--- src/core/rsc_pkg.sv ---
// Constants, types and shared decode for the reset strap capture block
package rsc_pkg;

   ////////////////////////////////////////////////////////////////////////////////
   // Management register map
   localparam logic [4:0] REG_PAGE_SELECT = 5'h1f;
   localparam logic [4:0] REG_CFG_OVERRIDE = 5'h10;
   localparam logic [4:0] REG_CFG_STATUS = 5'h11;
   localparam logic [15:0] CFG_PAGE = 16'h0000;
   localparam logic [15:0] PAGE_SELECT_RST = 16'h0000;
   localparam logic [15:0] RDATA_NONE = 16'h0000;

   ////////////////////////////////////////////////////////////////////////////////
   // Override register fields
   localparam int unsigned OVR_TX_CLOCK_PIN = 0;
   localparam int unsigned OVR_AN = 1;
   localparam int unsigned OVR_DDR = 2;
   localparam int unsigned OVR_SPD_LO = 3;
   localparam int unsigned OVR_GPIO1 = 5;
   localparam int unsigned OVR_ROLE = 6;
   localparam int unsigned OVR_SERIAL = 7;

   ////////////////////////////////////////////////////////////////////////////////
   // Status register fields
   localparam int unsigned STS_ADDR_LO = 0;
   localparam int unsigned STS_REF_LO = 5;
   localparam int unsigned STS_HW15 = 7;
   localparam int unsigned STS_FTEST = 8;
   localparam int unsigned STS_RSVD = 9;
   localparam int unsigned STS_MII = 10;
   localparam int unsigned STS_VALID = 11;

   ////////////////////////////////////////////////////////////////////////////////
   // Encodings and reset values
   localparam logic [1:0] SPD_10 = 2'h0;
   localparam logic [1:0] SPD_100 = 2'h1;
   localparam logic [1:0] SPD_1000 = 2'h2;
   localparam logic [1:0] SPD_RSVD = 2'h3;
   localparam logic [1:0] REF_10M = 2'h0;
   localparam logic [1:0] REF_12M8 = 2'h1;
   localparam logic [1:0] REF_25M = 2'h2;
   localparam logic [1:0] REF_125M = 2'h3;
   localparam logic [4:0] FACTORY_TEST_ADDR = 5'h1f;
   localparam int unsigned GPIO1_DRIVE_BIT = 2;
   localparam logic [2:0] GPIO_ONE_FUNCTION_SELECT_RST = 3'h0;
   localparam logic [4:0] PHY_ADDR_RST = 5'h00;
   localparam logic [1:0] TWO_BIT_RST = 2'h0;

   typedef enum logic [1:0]
   {
      RSC_ST_CAPTURE = 2'b01,
      RSC_ST_HOLD = 2'b10
   } rsc_cap_state_t;

   // Parallel interface runs plain MII at 10 or 100 without double data rate
   function automatic logic rsc_is_mii(input logic ddr, input logic [1:0] spd);
   begin
      return !ddr && (spd == SPD_10 || spd == SPD_100);
   end
   endfunction : rsc_is_mii

endpackage : rsc_pkg

--- src/core/rsc_strap_sampler.sv ---
// One-shot sampler of the strap pins at reset release
`timescale 1ns/100ps
module rsc_strap_sampler
(
   // Clock and reset
   input wire logic core_clk_i,
   input wire logic rstn_i,
   // Strap pins
   input wire logic tx_clock_pin_i,
   input wire logic rx_valid_pin_i,
   input wire logic carrier_sense_pin_i,
   input wire logic [7:0] rxd_pin_i,
   input wire logic general_out_one_pin_i,
   input wire logic general_out_two_pin_i,
   input wire logic rx_error_pin_i,
   input wire logic collision_pin_i,
   // Captured values
   output logic cap_tx_o,
   output logic cap_an_o,
   output logic cap_ddr_o,
   output logic [1:0] cap_spd_o,
   output logic cap_general_out_one_pin_o,
   output logic cap_general_out_two_pin_o,
   output logic [4:0] cap_addr_o,
   output logic [1:0] cap_ref_o,
   output logic cap_hw15_o,
   output logic cap_pulse_o
);

   rsc_pkg::rsc_cap_state_t state_ff;
   rsc_pkg::rsc_cap_state_t nxt_state;
   logic take;

   assign take = (state_ff == rsc_pkg::RSC_ST_CAPTURE);

   always_comb
   begin
      case (state_ff)
         rsc_pkg::RSC_ST_CAPTURE: nxt_state = rsc_pkg::RSC_ST_HOLD;
         rsc_pkg::RSC_ST_HOLD: nxt_state = rsc_pkg::RSC_ST_HOLD;
         default: nxt_state = rsc_pkg::RSC_ST_CAPTURE;
      endcase
   end

   // single capture
   always_ff @(posedge core_clk_i or negedge rstn_i)
   begin
      if (!rstn_i)
      begin
         state_ff <= rsc_pkg::RSC_ST_CAPTURE;
         cap_pulse_o <= 1'b0;
         cap_tx_o <= 1'b0;
         cap_an_o <= 1'b0;
         cap_ddr_o <= 1'b0;
         cap_spd_o <= rsc_pkg::TWO_BIT_RST;
         cap_general_out_one_pin_o <= 1'b0;
         cap_general_out_two_pin_o <= 1'b0;
         cap_addr_o <= rsc_pkg::PHY_ADDR_RST;
         cap_ref_o <= rsc_pkg::TWO_BIT_RST;
         cap_hw15_o <= 1'b0;
      end
      else
      begin
         state_ff <= nxt_state;
         cap_pulse_o <= take;
         if (take)
         begin
            cap_tx_o <= tx_clock_pin_i;
            cap_an_o <= rx_valid_pin_i;
            cap_ddr_o <= carrier_sense_pin_i;
            cap_spd_o <= rxd_pin_i[1:0];
            cap_general_out_one_pin_o <= general_out_one_pin_i;
            cap_general_out_two_pin_o <= general_out_two_pin_i;
            cap_addr_o <= {rx_error_pin_i, rxd_pin_i[7:4]};
            cap_ref_o <= rxd_pin_i[3:2];
            cap_hw15_o <= collision_pin_i;
         end
      end
   end

endmodule : rsc_strap_sampler

--- src/core/rsc_mode_decode.sv ---
// Decode of the parallel interface mode from speed and double data rate
`timescale 1ns/100ps
module rsc_mode_decode
(
   // Mode selection
   input wire logic ddr_i,
   input wire logic [1:0] speed_i,
   // Decoded mode
   output logic mii_o,
   output logic gmii_o,
   output logic rgmii_o,
   output logic reserved_o
);

   logic spd_rsvd;

   // speed decode
   assign spd_rsvd = (speed_i == rsc_pkg::SPD_RSVD);
   assign mii_o = rsc_pkg::rsc_is_mii(ddr_i, speed_i);
   assign gmii_o = !ddr_i && (speed_i == rsc_pkg::SPD_1000);
   assign rgmii_o = ddr_i && !spd_rsvd;
   assign reserved_o = spd_rsvd;

endmodule : rsc_mode_decode

--- src/core/rsc_strap_config.sv ---
// Reset strap capture and management override of interface configuration
// Function
// Transmit-clock strap loads clock output enable; drives 125MHz clock; ignored in MII.
// Receive-valid strap loads auto-negotiation enable, one enables.
// Carrier-sense strap loads double data rate; low receive data loads speed.
// Speed 00 is 10, 01 is 100, 10 is 1000, 11 reserved.
// First general-output strap loads GPIO1 select bit 2, clock output.
// Second general-output strap: role bit in MII, else serial flavour; MII forces SGMII.
// PHY address from receive-error pin (bit 4) and receive data 7..4.
// Captured address all ones enters factory test; boards must avoid it.
// Receive data 3..2 select reference clock frequency 10, 12.8, 25, 125MHz.
// Collision strap selects 3-pin or 15-pin hardware configuration mode.
// Reference clock may only change while the device is powered down.
// Page-select at address 31 maps later register addresses onto that page.
// Straps sampled once at reset release; held until reset or management override.
`timescale 1ns/100ps
module rsc_strap_config
(
   // Clock and reset
   input wire logic core_clk_i,
   input wire logic rstn_i,
   // Strap pins
   input wire logic tx_clock_pin_i,
   input wire logic rx_valid_pin_i,
   input wire logic carrier_sense_pin_i,
   input wire logic [7:0] rxd_pin_i,
   input wire logic general_out_one_pin_i,
   input wire logic general_out_two_pin_i,
   input wire logic rx_error_pin_i,
   input wire logic collision_pin_i,
   // Management register access
   input wire logic mgmt_wr_i,
   input wire logic mgmt_rd_i,
   input wire logic [4:0] mgmt_addr_i,
   input wire logic [15:0] mgmt_wdata_i,
   output logic [15:0] mgmt_rdata_o,
   output logic mgmt_rvalid_o,
   output logic [15:0] mgmt_page_o,
   // Configuration outputs
   output logic config_valid_o,
   output logic tx_clock_out_enable_o,
   output logic tx_clock_drive_o,
   output logic autoneg_enable_o,
   output logic ddr_select_o,
   output logic [1:0] speed_field_o,
   output logic mii_mode_o,
   output logic speed_reserved_o,
   output logic [2:0] gpio_one_function_select_o,
   output logic terminal_role_bit_o,
   output logic serial_flavour_bit_o,
   output logic [4:0] phy_addr_o,
   output logic factory_test_o,
   output logic [1:0] ref_clk_freq_o,
   output logic hw_mode_15pin_o
);

   ////////////////////////////////////////////////////////////////////////////////
   // Strap sampling
   logic cap_tx, cap_an, cap_ddr, cap_general_out_one_pin, cap_general_out_two_pin, cap_hw15, cap_pulse;
   logic [1:0] cap_spd, cap_ref;
   logic [4:0] cap_addr;

   rsc_strap_sampler u_sampler
   (
      .core_clk_i(core_clk_i),
      .rstn_i(rstn_i),
      .tx_clock_pin_i(tx_clock_pin_i),
      .rx_valid_pin_i(rx_valid_pin_i),
      .carrier_sense_pin_i(carrier_sense_pin_i),
      .rxd_pin_i(rxd_pin_i),
      .general_out_one_pin_i(general_out_one_pin_i),
      .general_out_two_pin_i(general_out_two_pin_i),
      .rx_error_pin_i(rx_error_pin_i),
      .collision_pin_i(collision_pin_i),
      .cap_tx_o(cap_tx),
      .cap_an_o(cap_an),
      .cap_ddr_o(cap_ddr),
      .cap_spd_o(cap_spd),
      .cap_general_out_one_pin_o(cap_general_out_one_pin),
      .cap_general_out_two_pin_o(cap_general_out_two_pin),
      .cap_addr_o(cap_addr),
      .cap_ref_o(cap_ref),
      .cap_hw15_o(cap_hw15),
      .cap_pulse_o(cap_pulse)
   );

   ////////////////////////////////////////////////////////////////////////////////
   // Management decode
   logic tx_en_ff, an_ff, ddr_ff, gpio_drv_ff, role_ff, serial_ff, valid_ff;
   logic [1:0] spd_ff;
   logic [15:0] page_ff;
   logic on_cfg_page, page_wr, ovr_wr, rd_page, rd_ovr, rd_sts;
   logic [15:0] ovr_word, sts_word, nxt_rdata;

   assign on_cfg_page = (page_ff == rsc_pkg::CFG_PAGE);
   // page select decode
   assign page_wr = mgmt_wr_i && (mgmt_addr_i == rsc_pkg::REG_PAGE_SELECT);
   assign ovr_wr = mgmt_wr_i && valid_ff && on_cfg_page
                   && (mgmt_addr_i == rsc_pkg::REG_CFG_OVERRIDE);
   assign rd_page = mgmt_addr_i == rsc_pkg::REG_PAGE_SELECT;
   assign rd_ovr = on_cfg_page && (mgmt_addr_i == rsc_pkg::REG_CFG_OVERRIDE);
   assign rd_sts = on_cfg_page && (mgmt_addr_i == rsc_pkg::REG_CFG_STATUS);

   ////////////////////////////////////////////////////////////////////////////////
   // Next configuration
   logic nxt_tx_en, nxt_an, nxt_ddr, nxt_gpio_drv, nxt_role, nxt_serial;
   logic [1:0] nxt_spd;
   logic dec_mii, dec_rsvd, nxt_tx_drive;

   // transmit clock enable
   assign nxt_tx_en = cap_pulse ? cap_tx : ovr_wr ? mgmt_wdata_i[rsc_pkg::OVR_TX_CLOCK_PIN] : tx_en_ff;
   // auto-negotiation enable
   assign nxt_an = cap_pulse ? cap_an : ovr_wr ? mgmt_wdata_i[rsc_pkg::OVR_AN] : an_ff;
   // interface mode bits
   assign nxt_ddr = cap_pulse ? cap_ddr : ovr_wr ? mgmt_wdata_i[rsc_pkg::OVR_DDR] : ddr_ff;
   assign nxt_spd = cap_pulse ? cap_spd
                  : ovr_wr ? mgmt_wdata_i[rsc_pkg::OVR_SPD_LO +: 2] : spd_ff;
   // GPIO1 clock select
   assign nxt_gpio_drv = cap_pulse ? cap_general_out_one_pin
                       : ovr_wr ? mgmt_wdata_i[rsc_pkg::OVR_GPIO1] : gpio_drv_ff;

   rsc_mode_decode u_decode
   (
      .ddr_i(nxt_ddr),
      .speed_i(nxt_spd),
      .mii_o(dec_mii),
      .gmii_o(),
      .rgmii_o(),
      .reserved_o(dec_rsvd)
   );

   // role or serial flavour
   assign nxt_role = cap_pulse ? (dec_mii && cap_general_out_two_pin)
                   : ovr_wr ? (dec_mii && mgmt_wdata_i[rsc_pkg::OVR_ROLE]) : role_ff;
   assign nxt_serial = cap_pulse ? (!dec_mii && cap_general_out_two_pin)
                     : ovr_wr ? (!dec_mii && mgmt_wdata_i[rsc_pkg::OVR_SERIAL]) : serial_ff;
   // clock ignored in MII
   assign nxt_tx_drive = nxt_tx_en && !dec_mii;

   ////////////////////////////////////////////////////////////////////////////////
   // Read data
   logic [4:0] addr_ff;
   logic [1:0] ref_ff;
   logic hw15_ff, ftest_ff, mii_ff, rsvd_ff;

   assign ovr_word = {8'h00, serial_ff, role_ff, gpio_drv_ff, spd_ff, ddr_ff, an_ff, tx_en_ff};
   assign sts_word = {4'h0, valid_ff, mii_ff, rsvd_ff, ftest_ff, hw15_ff, ref_ff, addr_ff};
   assign nxt_rdata = rd_page ? page_ff : rd_ovr ? ovr_word : rd_sts ? sts_word
                    : rsc_pkg::RDATA_NONE;

   ////////////////////////////////////////////////////////////////////////////////
   // Configuration registers
   always_ff @(posedge core_clk_i or negedge rstn_i)
   begin
      if (!rstn_i)
      begin
         tx_en_ff <= 1'b0;
         an_ff <= 1'b0;
         ddr_ff <= 1'b0;
         spd_ff <= rsc_pkg::TWO_BIT_RST;
         gpio_drv_ff <= 1'b0;
         role_ff <= 1'b0;
         serial_ff <= 1'b0;
         mii_ff <= 1'b0;
         rsvd_ff <= 1'b0;
         tx_clock_drive_o <= 1'b0;
      end
      else
      begin
         tx_en_ff <= nxt_tx_en;
         an_ff <= nxt_an;
         ddr_ff <= nxt_ddr;
         spd_ff <= nxt_spd;
         gpio_drv_ff <= nxt_gpio_drv;
         role_ff <= nxt_role;
         serial_ff <= nxt_serial;
         mii_ff <= dec_mii;
         rsvd_ff <= dec_rsvd;
         tx_clock_drive_o <= nxt_tx_drive;
      end
   end

   // PHY address, R9: reference clock, R10: hardware mode
   always_ff @(posedge core_clk_i or negedge rstn_i)
   begin
      if (!rstn_i)
      begin
         addr_ff <= rsc_pkg::PHY_ADDR_RST;
         ref_ff <= rsc_pkg::TWO_BIT_RST;
         hw15_ff <= 1'b0;
         ftest_ff <= 1'b0;
         valid_ff <= 1'b0;
      end
      else if (cap_pulse)
      begin
         addr_ff <= cap_addr;
         ref_ff <= cap_ref;
         hw15_ff <= cap_hw15;
         // factory test address
         ftest_ff <= (cap_addr == rsc_pkg::FACTORY_TEST_ADDR);
         valid_ff <= 1'b1;
      end
   end

   // page select register
   always_ff @(posedge core_clk_i or negedge rstn_i)
   begin
      if (!rstn_i)
      begin
         page_ff <= rsc_pkg::PAGE_SELECT_RST;
         mgmt_rdata_o <= rsc_pkg::RDATA_NONE;
         mgmt_rvalid_o <= 1'b0;
      end
      else
      begin
         if (page_wr)
            page_ff <= mgmt_wdata_i;
         mgmt_rvalid_o <= mgmt_rd_i;
         if (mgmt_rd_i)
            mgmt_rdata_o <= nxt_rdata;
      end
   end

   ////////////////////////////////////////////////////////////////////////////////
   // Outputs
   assign mgmt_page_o = page_ff;
   assign config_valid_o = valid_ff;
   assign tx_clock_out_enable_o = tx_en_ff;
   assign autoneg_enable_o = an_ff;
   assign ddr_select_o = ddr_ff;
   assign speed_field_o = spd_ff;
   assign mii_mode_o = mii_ff;
   assign speed_reserved_o = rsvd_ff;
   assign gpio_one_function_select_o = {gpio_drv_ff, 2'b00};
   assign terminal_role_bit_o = role_ff;
   assign serial_flavour_bit_o = serial_ff;
   assign phy_addr_o = addr_ff;
   assign factory_test_o = ftest_ff;
   assign ref_clk_freq_o = ref_ff;
   assign hw_mode_15pin_o = hw15_ff;
endmodule : rsc_strap_config

--- config.mk ---
export PLATFORM = sky130hd
export DESIGN_NAME = rsc_strap_config
export DESIGN_NICKNAME = d
export VERILOG_FILES = /design/src/core/rsc_pkg.sv /design/src/core/rsc_strap_sampler.sv /design/src/core/rsc_mode_decode.sv /design/src/core/rsc_strap_config.sv
export SDC_FILE = /design/constraint.sdc
export NUM_CORES = 1
export LEC_CHECK = 0
export BUFFER_PORTS_ARGS = -buffer_cell sky130_fd_sc_hd__buf_2
export CAP_MARGIN = 40
export CORE_ASPECT_RATIO = 1.4
export CORE_MARGIN = 4
export CORE_UTILIZATION = 51
export CTS_BUF_LIST = sky130_fd_sc_hd__clkbuf_8 sky130_fd_sc_hd__clkbuf_16
export CTS_CLUSTER_SIZE = 40
export DETAILED_ROUTE_END_ITERATION = 6
export PLACE_DENSITY = 0.79
export REMOVE_ABC_BUFFERS = 1
export SLEW_MARGIN = 20
export SYNTH_ARGS = -nofsm -noshare
export SYNTH_HDL_FRONTEND = slang
export SYNTH_SLANG_ARGS = --single-unit
--- constraint.sdc ---
create_clock -name core_clk_i -period 2.7 [get_ports core_clk_i]
set_clock_uncertainty 0.1 [all_clocks]
set_input_delay 0.405 -clock core_clk_i [delete_from_list [all_inputs] [get_ports core_clk_i]]
set_output_delay 0.405 -clock core_clk_i [all_outputs]
set_load 0.1 [all_outputs]
==> flow_metrics.py, run 1 <==
metrics = {
    "outcome": {
        "status": "completed",
    },
    "die": {
        "die_y_um": 100.7,
        "coreArea_um2": 5904,
        "start_util": 0.5304,
        "fp.dieW_um": 74.23,
        "die-area_um2": 7476,
        "io_pins": 96,
        "num_rows": 33,
    },
    "routing": {
        "highest_layer": "met4",
        "met3_length_um": 530,
        "drtPass1Iterations": 4,
        "detail-route-antenna-nets": 0,
        "vias": 2382,
        "drt_iter0_drc": 85,
        "route.detailed.drc": 0,
        "routedWlPerCell_um": 16.88,
        "via_per_inst": 5.527,
        "wl_met1_mm": 2.910,
        "route.met2.wl_mm": 3.651,
        "wirelength_mm": 7.276,
    },
    "logic_synthesis": {
        "syn_area_um2": 3132,
        "synth_edf_count": 0,
        "synth_seq_cells": 72,
        "synthCells": 260,
        "synthDistinctLibCells": 43,
        "yosys_warnings": 0,
        "seq_area_frac_synth": 0.5757,
        "synth_flop_cell": "dfrtp_1",
        "avgSynthCellArea_um2": 12.05,
        "synthArstFlopShare": 1.000,
    },
    "finish": {
        "final_cell_count_no_fill": 431,
        "nets": 397,
        "antennaDiodeCount": 0,
        "final_core_util": 0.6584,
        "drive_gt1_frac": 0.4681,
        "syn_to_final_growth_pct": 24.13,
    },
    "critical_path": {
        "worstSetupEndpointType": "flip-flop",
        "arrival_ps": 2550,
        "crit_fanout": 5,
        "crit_type": "flip-flop to flip-flop",
        "required_ps": 2830,
        "critPathLaunchType": "flip-flop",
    },
    "timing": {
        "finalCriticalPeriod_ps": 2419,
        "worst_pin_slew_ps": 707.7,
        "rsz0062_at_grt": "false",
        "drv_slew": 0,
        "setup_viol": 0,
        "hold_viol": 0,
        "hold_ws_ps": 180.3,
        "period_share": 0.8958,
        "setup_tns_ps": 0,
        "slew_headroom": 0.5271,
        "max_freq_mhz": 413.5,
    },
    "pwr": {
        "leakagePower_nw": 1.810,
        "worst_ir_drop_vdd_v": 0.0003713,
        "power_mw": 3.198,
        "power_density_nw_per_um2": 822.7,
    },
    "clocking": {
        "cts_buffers": 9,
        "clockBufferDepth": 2,
        "cts_max_level": 3,
        "postCtsResizedCells": 0,
        "cts.sinks": 72,
        "cts_root_buffer": "clkbuf_8",
        "cts.clk_slew.worst_paths_ps": 80,
        "insertion_delay_ps": 350,
        "cts_tree": "done",
    },
    "grt": {
        "grt_overflow": 0,
        "gr-usage-all-layers": 0.2037,
        "antenna_found_initial": 0,
        "grt_max_degree": 34,
        "grt_pass1_wl_mm": 11.51,
        "grt_pass1_vias": 2418,
    },
    "placement": {
        "place_hpwl_mm": 5.356,
        "placed_cells": 414,
        "finalWeightedCongestion": 0.8287,
        "port_buffers": 93,
    },
    "job": {
        "cap_violations": 0,
    },
    "worst_hold_path": {
        "hold_class": "input pin to flip-flop",
    },
}
worst max-delay path: stages (launching register included):
cell	delay, ps
dfrtp_1	420
nor4_2	400
nand4_2	290
nor4_4	480
mux2_1	380
o221a_1	240
flip-flops by register name, summed over array words and instances, names as in the netlist, 2 cells and up:
register              count
phy_addr_o                5
u_sampler.cap_ref_o       2
mgmt_rdata_o             16
ref_clk_freq_o            2
u_sampler.cap_spd_o       2
u_sampler.state_ff        2
speed_field_o             2
mgmt_page_o              16
u_sampler.cap_addr_o      5
area by class of cell:
type	count	area (µm²)
clock buffer	10	137.6
clock inverter	6	82.58
fill	474	2017
inverter	9	33.78
multi-input combinational	165	1230
sequential	72	1803
tap	70	87.58
timing repair buffer	99	513.0
cell usage in the layout (no fill, tap or decap), types with 3 or more instances in the layout:
cell / instances
a211oi_1: 5
nor4_2: 4
nor2b_1: 3
clkinv_2: 3
a22oi_1: 5
o21ai_0: 8
inv_1: 9
nor2_1: 14
and3_1: 4
nand2_1: 31
nand3_1: 5
a21oi_1: 6
dfrtp_1: 71
clkbuf_8: 10
nand2b_1: 3
buf_2: 93
mux2_2: 39
a41oi_1: 8
buf_4: 5
routing by layer:
metal,global-route usage,up-vias
met2,0.3306,81
met5,0,-
met4,0.09452,0
met3,0.05489,14
li1,-,1108
met1,0.2502,1179
stage by stage:
stage	worst slack, ps	cell area (µm²)
finish	281.4	3887
global route	177.5	3887
CTS	254.6	3887
detailed placement	261.3	3657
global placement	319.4	3657
floorplan	49.74	3067
synth_stat cells (2+ instances only):
master	number	area, µm²
a211oi_1	5	37.54
a21oi_1	6	30.03
a21oi_2	2	17.52
a22oi_1	5	37.54
a31oi_1	2	12.51
a41oi_1	8	70.07
and3_1	4	25.02
buf_4	3	22.52
clkbuf_1	10	37.54
dfrtp_1	71	1777
inv_1	9	33.78
mux2_2	39	439.2
mux2i_1	2	20.02
nand2_1	31	116.4
nand2b_1	3	18.77
nand3_1	5	25.02
nor2_1	14	52.55
nor2b_1	3	18.77
nor4_2	4	50.05
nor4b_1	2	17.52
o21a_1	2	15.01
o21ai_0	8	40.04
o21ai_2	2	17.52
report_power, final:
part	switching (mW)	internal, mW
Combinational	0.822	0.172
Clock	0.395	0.540
Sequential	0.0913	1.18
Total	1.31	1.89
worst paths after layout:
check / start / to / slack (ps) / cells past startpoint
min: collision_pin_i / u_sampler.cap_hw15_o$_DFFE_PN0P_ / 180 / 2
min in group asynchronous: rstn_i / mgmt_rdata_o[10]$_DFFE_PN0P_ / 500 / 2
max reg2reg: mgmt_page_o[8]$_DFFE_PN0P_ / tx_clock_drive_o$_DFF_PN0_ / 280 / 5
max: mgmt_page_o[8]$_DFFE_PN0P_ / tx_clock_drive_o$_DFF_PN0_ / 280 / 5
max in group asynchronous: rstn_i / mgmt_page_o[15]$_DFFE_PN0P_ / 1240 / 3
min reg2reg: u_sampler.cap_general_out_one_pin_o$_DFFE_PN0P_ / gpio_drv_ff$_DFFE_PN0P_ / 390 / 2
cells by family (layout without fill, tap and decap cells):
logic type	Yosys count	count (layout)	share of synthesized area
buf+inv	24	124	0.03276
fa+ha+maj	1	1	0.003995
compound gates	43	43	0.09829
flops	72	72	0.5757
other cells	1	2	0.001197
mux	42	42	0.1502
simple gates	77	77	0.1378
repair_timing:
item                      in CTS  in global routing
buffers inserted               0                  0
hold endpoints to repair      25                  0
hold buffers                   1                  0
Power figures use the tool's default switching activity.
==> run 2: changes to the inputs <==
--- a/config.mk
+++ b/config.mk
@@ -7,13 +7,12 @@
 export LEC_CHECK = 0
 export BUFFER_PORTS_ARGS = -buffer_cell sky130_fd_sc_hd__buf_2
 export CAP_MARGIN = 40
-export CORE_ASPECT_RATIO = 1.4
+export CORE_ASPECT_RATIO = 1.75
 export CORE_MARGIN = 4
-export CORE_UTILIZATION = 51
+export CORE_UTILIZATION = 30
 export CTS_BUF_LIST = sky130_fd_sc_hd__clkbuf_8 sky130_fd_sc_hd__clkbuf_16
 export CTS_CLUSTER_SIZE = 40
 export DETAILED_ROUTE_END_ITERATION = 6
-export PLACE_DENSITY = 0.79
 export REMOVE_ABC_BUFFERS = 1
 export SLEW_MARGIN = 20
 export SYNTH_ARGS = -nofsm -noshare
==> flow_metrics.py, run 2 (synthesis gave the netlist of run 1 again) <==
metrics = {
    "die": {
        "coreArea_um2": 10240,
        "die-area_um2": 12200,
        "fp.dieW_um": 85.24,
        "io_pins": 96,
        "num_rows": 49,
        "start_util": 0.3059,
        "die_y_um": 143.2,
    },
    "clocking": {
        "cts_buffers": 9,
        "cts_tree": "done",
        "cts.sinks": 72,
        "insertion_delay_ps": 330,
        "clockBufferDepth": 2,
        "cts_root_buffer": "clkbuf_16",
        "cts_max_level": 3,
        "cts.clk_slew.worst_paths_ps": 60,
    },
    "placement": {
        "place_hpwl_mm": 6.605,
        "finalWeightedCongestion": 0.8443,
        "placed_area_um2": 3759,
        "port_buffers": 93,
    },
    "grt": {
        "grt_overflow": 0,
        "grt_max_degree": 45,
        "antenna_found_initial": 1,
        "gr-usage-all-layers": 0.1400,
        "grt_pass1_vias": 2537,
        "grt_pass1_wl_mm": 13.06,
    },
    "critical_path": {
        "arrival_ps": 2570,
        "crit_type": "flip-flop to flip-flop",
        "cpMaxStageDelayCell": "nor4_4",
        "required_ps": 2810,
        "crit_fanout": 5,
        "crit_family": "simple AND/OR/NAND/NOR gates",
        "critPathLaunchType": "flip-flop",
        "cp_num_buf_inv": 0,
        "path_cells": "nor4_2 > nand4_2 > nor4_4 > mux2_1 > o221a_1",
        "worstSetupEndpointType": "flip-flop",
        "max_stage_delay_ps": 490,
    },
    "pwr": {
        "power_switching_mw": 1.359,
        "leakagePower_nw": 1.845,
        "sequentialPowerShare": 0.379,
        "power_density_nw_per_um2": 829.0,
        "intPower_mw": 1.994,
        "comb_power_share": 0.300,
        "sw_frac_of_total": 0.4052,
        "worst_ir_drop_vdd_v": 0.0004085,
        "power_mw": 3.352,
        "p_clk_frac": 0.321,
    },
    "finish": {
        "mostFrequentLayoutCells": "buf_2, dfrtp_1, mux2_2",
        "syn_to_final_growth_pct": 29.13,
        "drive_gt1_frac": 0.4669,
        "design_area_um2": 4044,
        "nets": 398,
        "layout_commonest_cell": "buf_2",
        "antennaDiodeCount": 0,
    },
    "timing": {
        "period_share": 0.9114,
        "setup_tns_ps": 0,
        "setup_viol": 0,
        "drv_slew": 0,
        "finalCriticalPeriod_ps": 2461,
        "slew_headroom": 0.4965,
        "rsz0062_at_grt": "false",
        "hold_viol": 0,
        "hold_ws_ps": 203.4,
        "worst_pin_slew_ps": 753.4,
        "max_freq_mhz": 406.4,
    },
    "routing": {
        "wirelength_mm": 8.397,
        "detail-route-antenna-nets": 0,
        "drt_iter0_drc": 124,
        "drtPass1Iterations": 4,
        "routedWlPerCell_um": 17.17,
        "route.detailed.drc": 0,
        "via_per_inst": 4.863,
        "vias": 2378,
    },
    "worst_hold_path": {
        "hold_class": "input pin to flip-flop",
    },
    "job": {
        "cap_violations": 0,
    },
    "outcome": {
        "status": "completed",
    },
}
[run 2: cell count changes in the layout (fill, tap and decap cells not counted), sizes merged]
cell	change
bufinv	-2
clkinvlp	+2
buf	+1
clkinv	-1
inv	+1
[run 2: through the flow]
step	setup WS [ps]	utilization	std cells
floorplan	49.74	-	246
global placement	298.9	0.3644	471
detailed placement	223.5	0.3671	472
CTS	215.5	0.3950	489
global route	138.1	0.3950	489
finish	239.1	0.3950	489
[run 2: path summary, 6_finish.rpt]
| path | startpoint | end | slack (ps) | cells past startpoint |
|---|---|---|---|---|
| worst max-delay path | mgmt_page_o[8]$_DFFE_PN0P_ | tx_clock_drive_o$_DFF_PN0_ | 240 | 5 |
| worst min-delay path | collision_pin_i | u_sampler.cap_hw15_o$_DFFE_PN0P_ | 200 | 2 |
| worst max register to register | mgmt_page_o[8]$_DFFE_PN0P_ | tx_clock_drive_o$_DFF_PN0_ | 240 | 5 |
| worst min register to register | u_sampler.cap_an_o$_DFFE_PN0P_ | autoneg_enable_o$_DFFE_PN0P_ | 390 | 2 |
| max in group asynchronous | rstn_i | mgmt_rvalid_o$_DFF_PN0_ | 1490 | 3 |
| min in group asynchronous | rstn_i | mgmt_rdata_o[6]$_DFFE_PN0P_ | 460 | 2 |
[run 2: power groups by stage]
stage	combinational [mW]	clock, mW	sequential, mW
2_1_floorplan	0.146	0	1.92
3_3_place_gp	1.00	0	1.28
3_5_place_dp	1.01	0	1.29
4_1_cts	1.02	1.11	1.27
5_1_grt	1.04	1.16	1.29
6_report	1.01	1.08	1.27
[run 2: final cells by class]
type                       instances  area [µm²]
clock inverter                     6       36.28
clock buffer                      10       239.0
tap                              127       158.9
inverter                           9       33.78
fill                            1026        6195
sequential                        72        1803
multi-input combinational        165        1230
timing repair buffer             100       543.0
[run 2: routing by layer]
metal / GRT usage / share of wire
met2: 0.2561 / 0.56
met3: 0.04850 / 0.064
met5: 0 / 0.00083
met1: 0.1406 / 0.35
met4: 0.06255 / 0.029
[run 2: timing repair]
action | 4_1_cts | 5_1_grt
gates resized for setup | 0 | 0
hold buffers | 1 | 0
hold endpoints to repair | 27 | 0
buffers inserted | 0 | 0
==> run 3: changes to the inputs <==
--- a/config.mk
+++ b/config.mk
@@ -8,9 +8,10 @@
 export BUFFER_PORTS_ARGS = -buffer_cell sky130_fd_sc_hd__buf_2
 export CAP_MARGIN = 40
 export CORE_ASPECT_RATIO = 1.75
-export CORE_MARGIN = 4
+export CORE_MARGIN = 5
 export CORE_UTILIZATION = 30
 export CTS_BUF_LIST = sky130_fd_sc_hd__clkbuf_8 sky130_fd_sc_hd__clkbuf_16
+export CTS_CLUSTER_DIAMETER = 40
 export CTS_CLUSTER_SIZE = 40
 export DETAILED_ROUTE_END_ITERATION = 6
 export REMOVE_ABC_BUFFERS = 1
==> constraint.sdc (replaced) <==
create_clock -name core_clk_i -period 1.97 [get_ports core_clk_i]
set_clock_uncertainty 0.1 [all_clocks]
set_input_delay 0.2955 -clock core_clk_i [delete_from_list [all_inputs] [get_ports core_clk_i]]
set_output_delay 0.2955 -clock core_clk_i [all_outputs]
set_load 0.1 [all_outputs]
==> flow_metrics.py, run 3 (synthesis gave the netlist of run 1 again) <==
metrics = {
    "die": {
        "coreArea_um2": 10240,
        "num_rows": 49,
        "die-area_um2": 12660,
        "die_y_um": 145.2,
        "start_util": 0.3059,
        "fp.dieW_um": 87.24,
        "io_pins": 96,
    },
    "timing": {
        "max_freq_mhz": 469.1,
        "worst_pin_slew_ps": 715.2,
        "rsz0062_at_grt": "true",
        "drv_slew": 0,
        "hold_ws_ps": 99.25,
        "finalCriticalPeriod_ps": 2132,
        "final.setup.worst_slack_ps": -161.7,
        "slew_headroom": 0.5232,
        "hold_viol": 0,
        "setup_viol": 18,
        "setup_tns_ps": -1505,
        "period_share": 1.082,
    },
    "pwr": {
        "comb_power_share": 0.325,
        "sequentialPowerShare": 0.356,
        "power_mw": 4.897,
        "leakagePower_nw": 2.084,
        "power_density_nw_per_um2": 1073,
        "worst_ir_drop_vdd_v": 0.0007168,
        "p_clk_frac": 0.320,
        "intPower_mw": 2.985,
        "power_switching_mw": 1.913,
        "sw_frac_of_total": 0.3905,
    },
    "grt": {
        "antenna_found_initial": 0,
        "grt_overflow": 0,
        "gr-usage-all-layers": 0.1444,
        "grt_pass1_wl_mm": 14.10,
        "grt_pass1_vias": 2777,
        "grt_max_degree": 44,
    },
    "critical_path": {
        "setup.worst_path.end": "tx_clock_drive_o$_DFF_PN0_",
        "crit_fanout": 4,
        "rr_endpoint": "tx_clock_drive_o$_DFF_PN0_",
        "required_ps": 2080,
        "worstSetupEndpointType": "flip-flop",
        "r2r.worst_path.cells": 7,
        "crit_type": "flip-flop to flip-flop",
        "arrival_ps": 2240,
        "rr_startpoint": "mgmt_page_o[8]$_DFFE_PN0P_",
        "critPathLaunchType": "flip-flop",
        "crit_path_start": "mgmt_page_o[8]$_DFFE_PN0P_",
        "r2r_slack_ps": -160,
    },
    "clocking": {
        "cts.clk_slew.worst_paths_ps": 50,
        "cts_max_level": 3,
        "cts_root_buffer": "clkbuf_16",
        "clockBufferDepth": 2,
        "cts.sinks": 72,
        "cts_tree": "done",
        "cts_buffers": 9,
        "insertion_delay_ps": 330,
    },
    "finish": {
        "multi_input_area_um2": 1424,
        "final_cell_count_no_fill": 523,
        "drive_gt1_frac": 0.5682,
        "design_area_um2": 4563,
        "antennaDiodeCount": 0,
        "layout_commonest_cell": "buf_2",
        "mostFrequentLayoutCells": "buf_2, dfrtp_1, mux2_2",
        "nets": 433,
        "final_core_util": 0.4457,
        "syn_to_final_growth_pct": 45.71,
        "seqCellArea_um2": 1803,
        "fill_cells": 968,
    },
    "routing": {
        "drtPass1Iterations": 4,
        "routedWlPerCell_um": 17.34,
        "drt_iter0_drc": 95,
        "vias": 2593,
        "via_per_inst": 4.958,
        "wirelength_mm": 9.070,
        "detail-route-antenna-nets": 0,
        "route.detailed.drc": 0,
    },
    "placement": {
        "placed_area_um2": 4014,
        "port_buffers": 93,
        "placed_cells": 502,
        "finalWeightedCongestion": 0.8284,
        "place_hpwl_mm": 6.747,
        "pre_cts_slack_ps": -275.5,
    },
    "outcome": {
        "violations": "setup timing",
        "status": "complete, but fails checks",
    },
    "worst_hold_path": {
        "hold_class": "input pin to flip-flop",
    },
    "job": {
        "cap_violations": 0,
    },
}
[run 3: worst min path at each step]
stage                                         endpoint  depth (start not counted)            start
global route        u_sampler.cap_ref_o[0]$_DFFE_PN0P_                          2     rxd_pin_i[2]
global placement          mgmt_rdata_o[15]$_DFFE_PN0P_                          1           rstn_i
CTS                   u_sampler.cap_hw15_o$_DFFE_PN0P_                          2  collision_pin_i
detailed placement         mgmt_page_o[15]$_DFFE_PN0P_                          1           rstn_i
finish                u_sampler.cap_hw15_o$_DFFE_PN0P_                          2  collision_pin_i
floorplan                 autoneg_enable_o$_DFFE_PN0P_                          0           rstn_i
[run 3: power by group through the flow]
stage               Sequential (mW)  Clock (mW)  Combinational (mW)
global route                   1.76        1.67                1.65
detailed placement             1.74           0                1.53
CTS                            1.73        1.60                1.58
finish                         1.74        1.57                1.59
global placement               1.74           0                1.51
floorplan                      2.64           0               0.200
[run 3: area by class of cell]
class,instances,area share
clock buffers,10,0.05237
clock inverters,5,0.01097
inverters,9,0.007403
multi-input cells,165,0.3120
flip-flops and latches,72,0.3951
well taps,127,0.03482
repair buffers,135,0.1873
[run 3: worst max-delay path, stage by stage, from the launching register on]
cell     delay [ps]
dfrtp_1         400
nor4_4          290
buf_4           170
nand4_4         100
nor4_4          240
buf_4           190
mux2_4          310
o221a_1         210
[run 3: repair_timing]
action / CTS / global route
gates resized for setup: 25 / 16
buffers inserted: 3 / 2
endpoints found under the setup margin: 19 / 23
pin swaps: 12 / 9
endpoints found under the hold margin: 28 / 0
hold buffers: 1 / 0
[run 3: metal layers]
metal  vias up  part of all wire  GRT usage
met5         -                 0          0
met4         0             0.026    0.06375
met3        19             0.062    0.03914
met2        74              0.56     0.2607
met1      1311              0.35     0.1518
li1       1189                 -          -
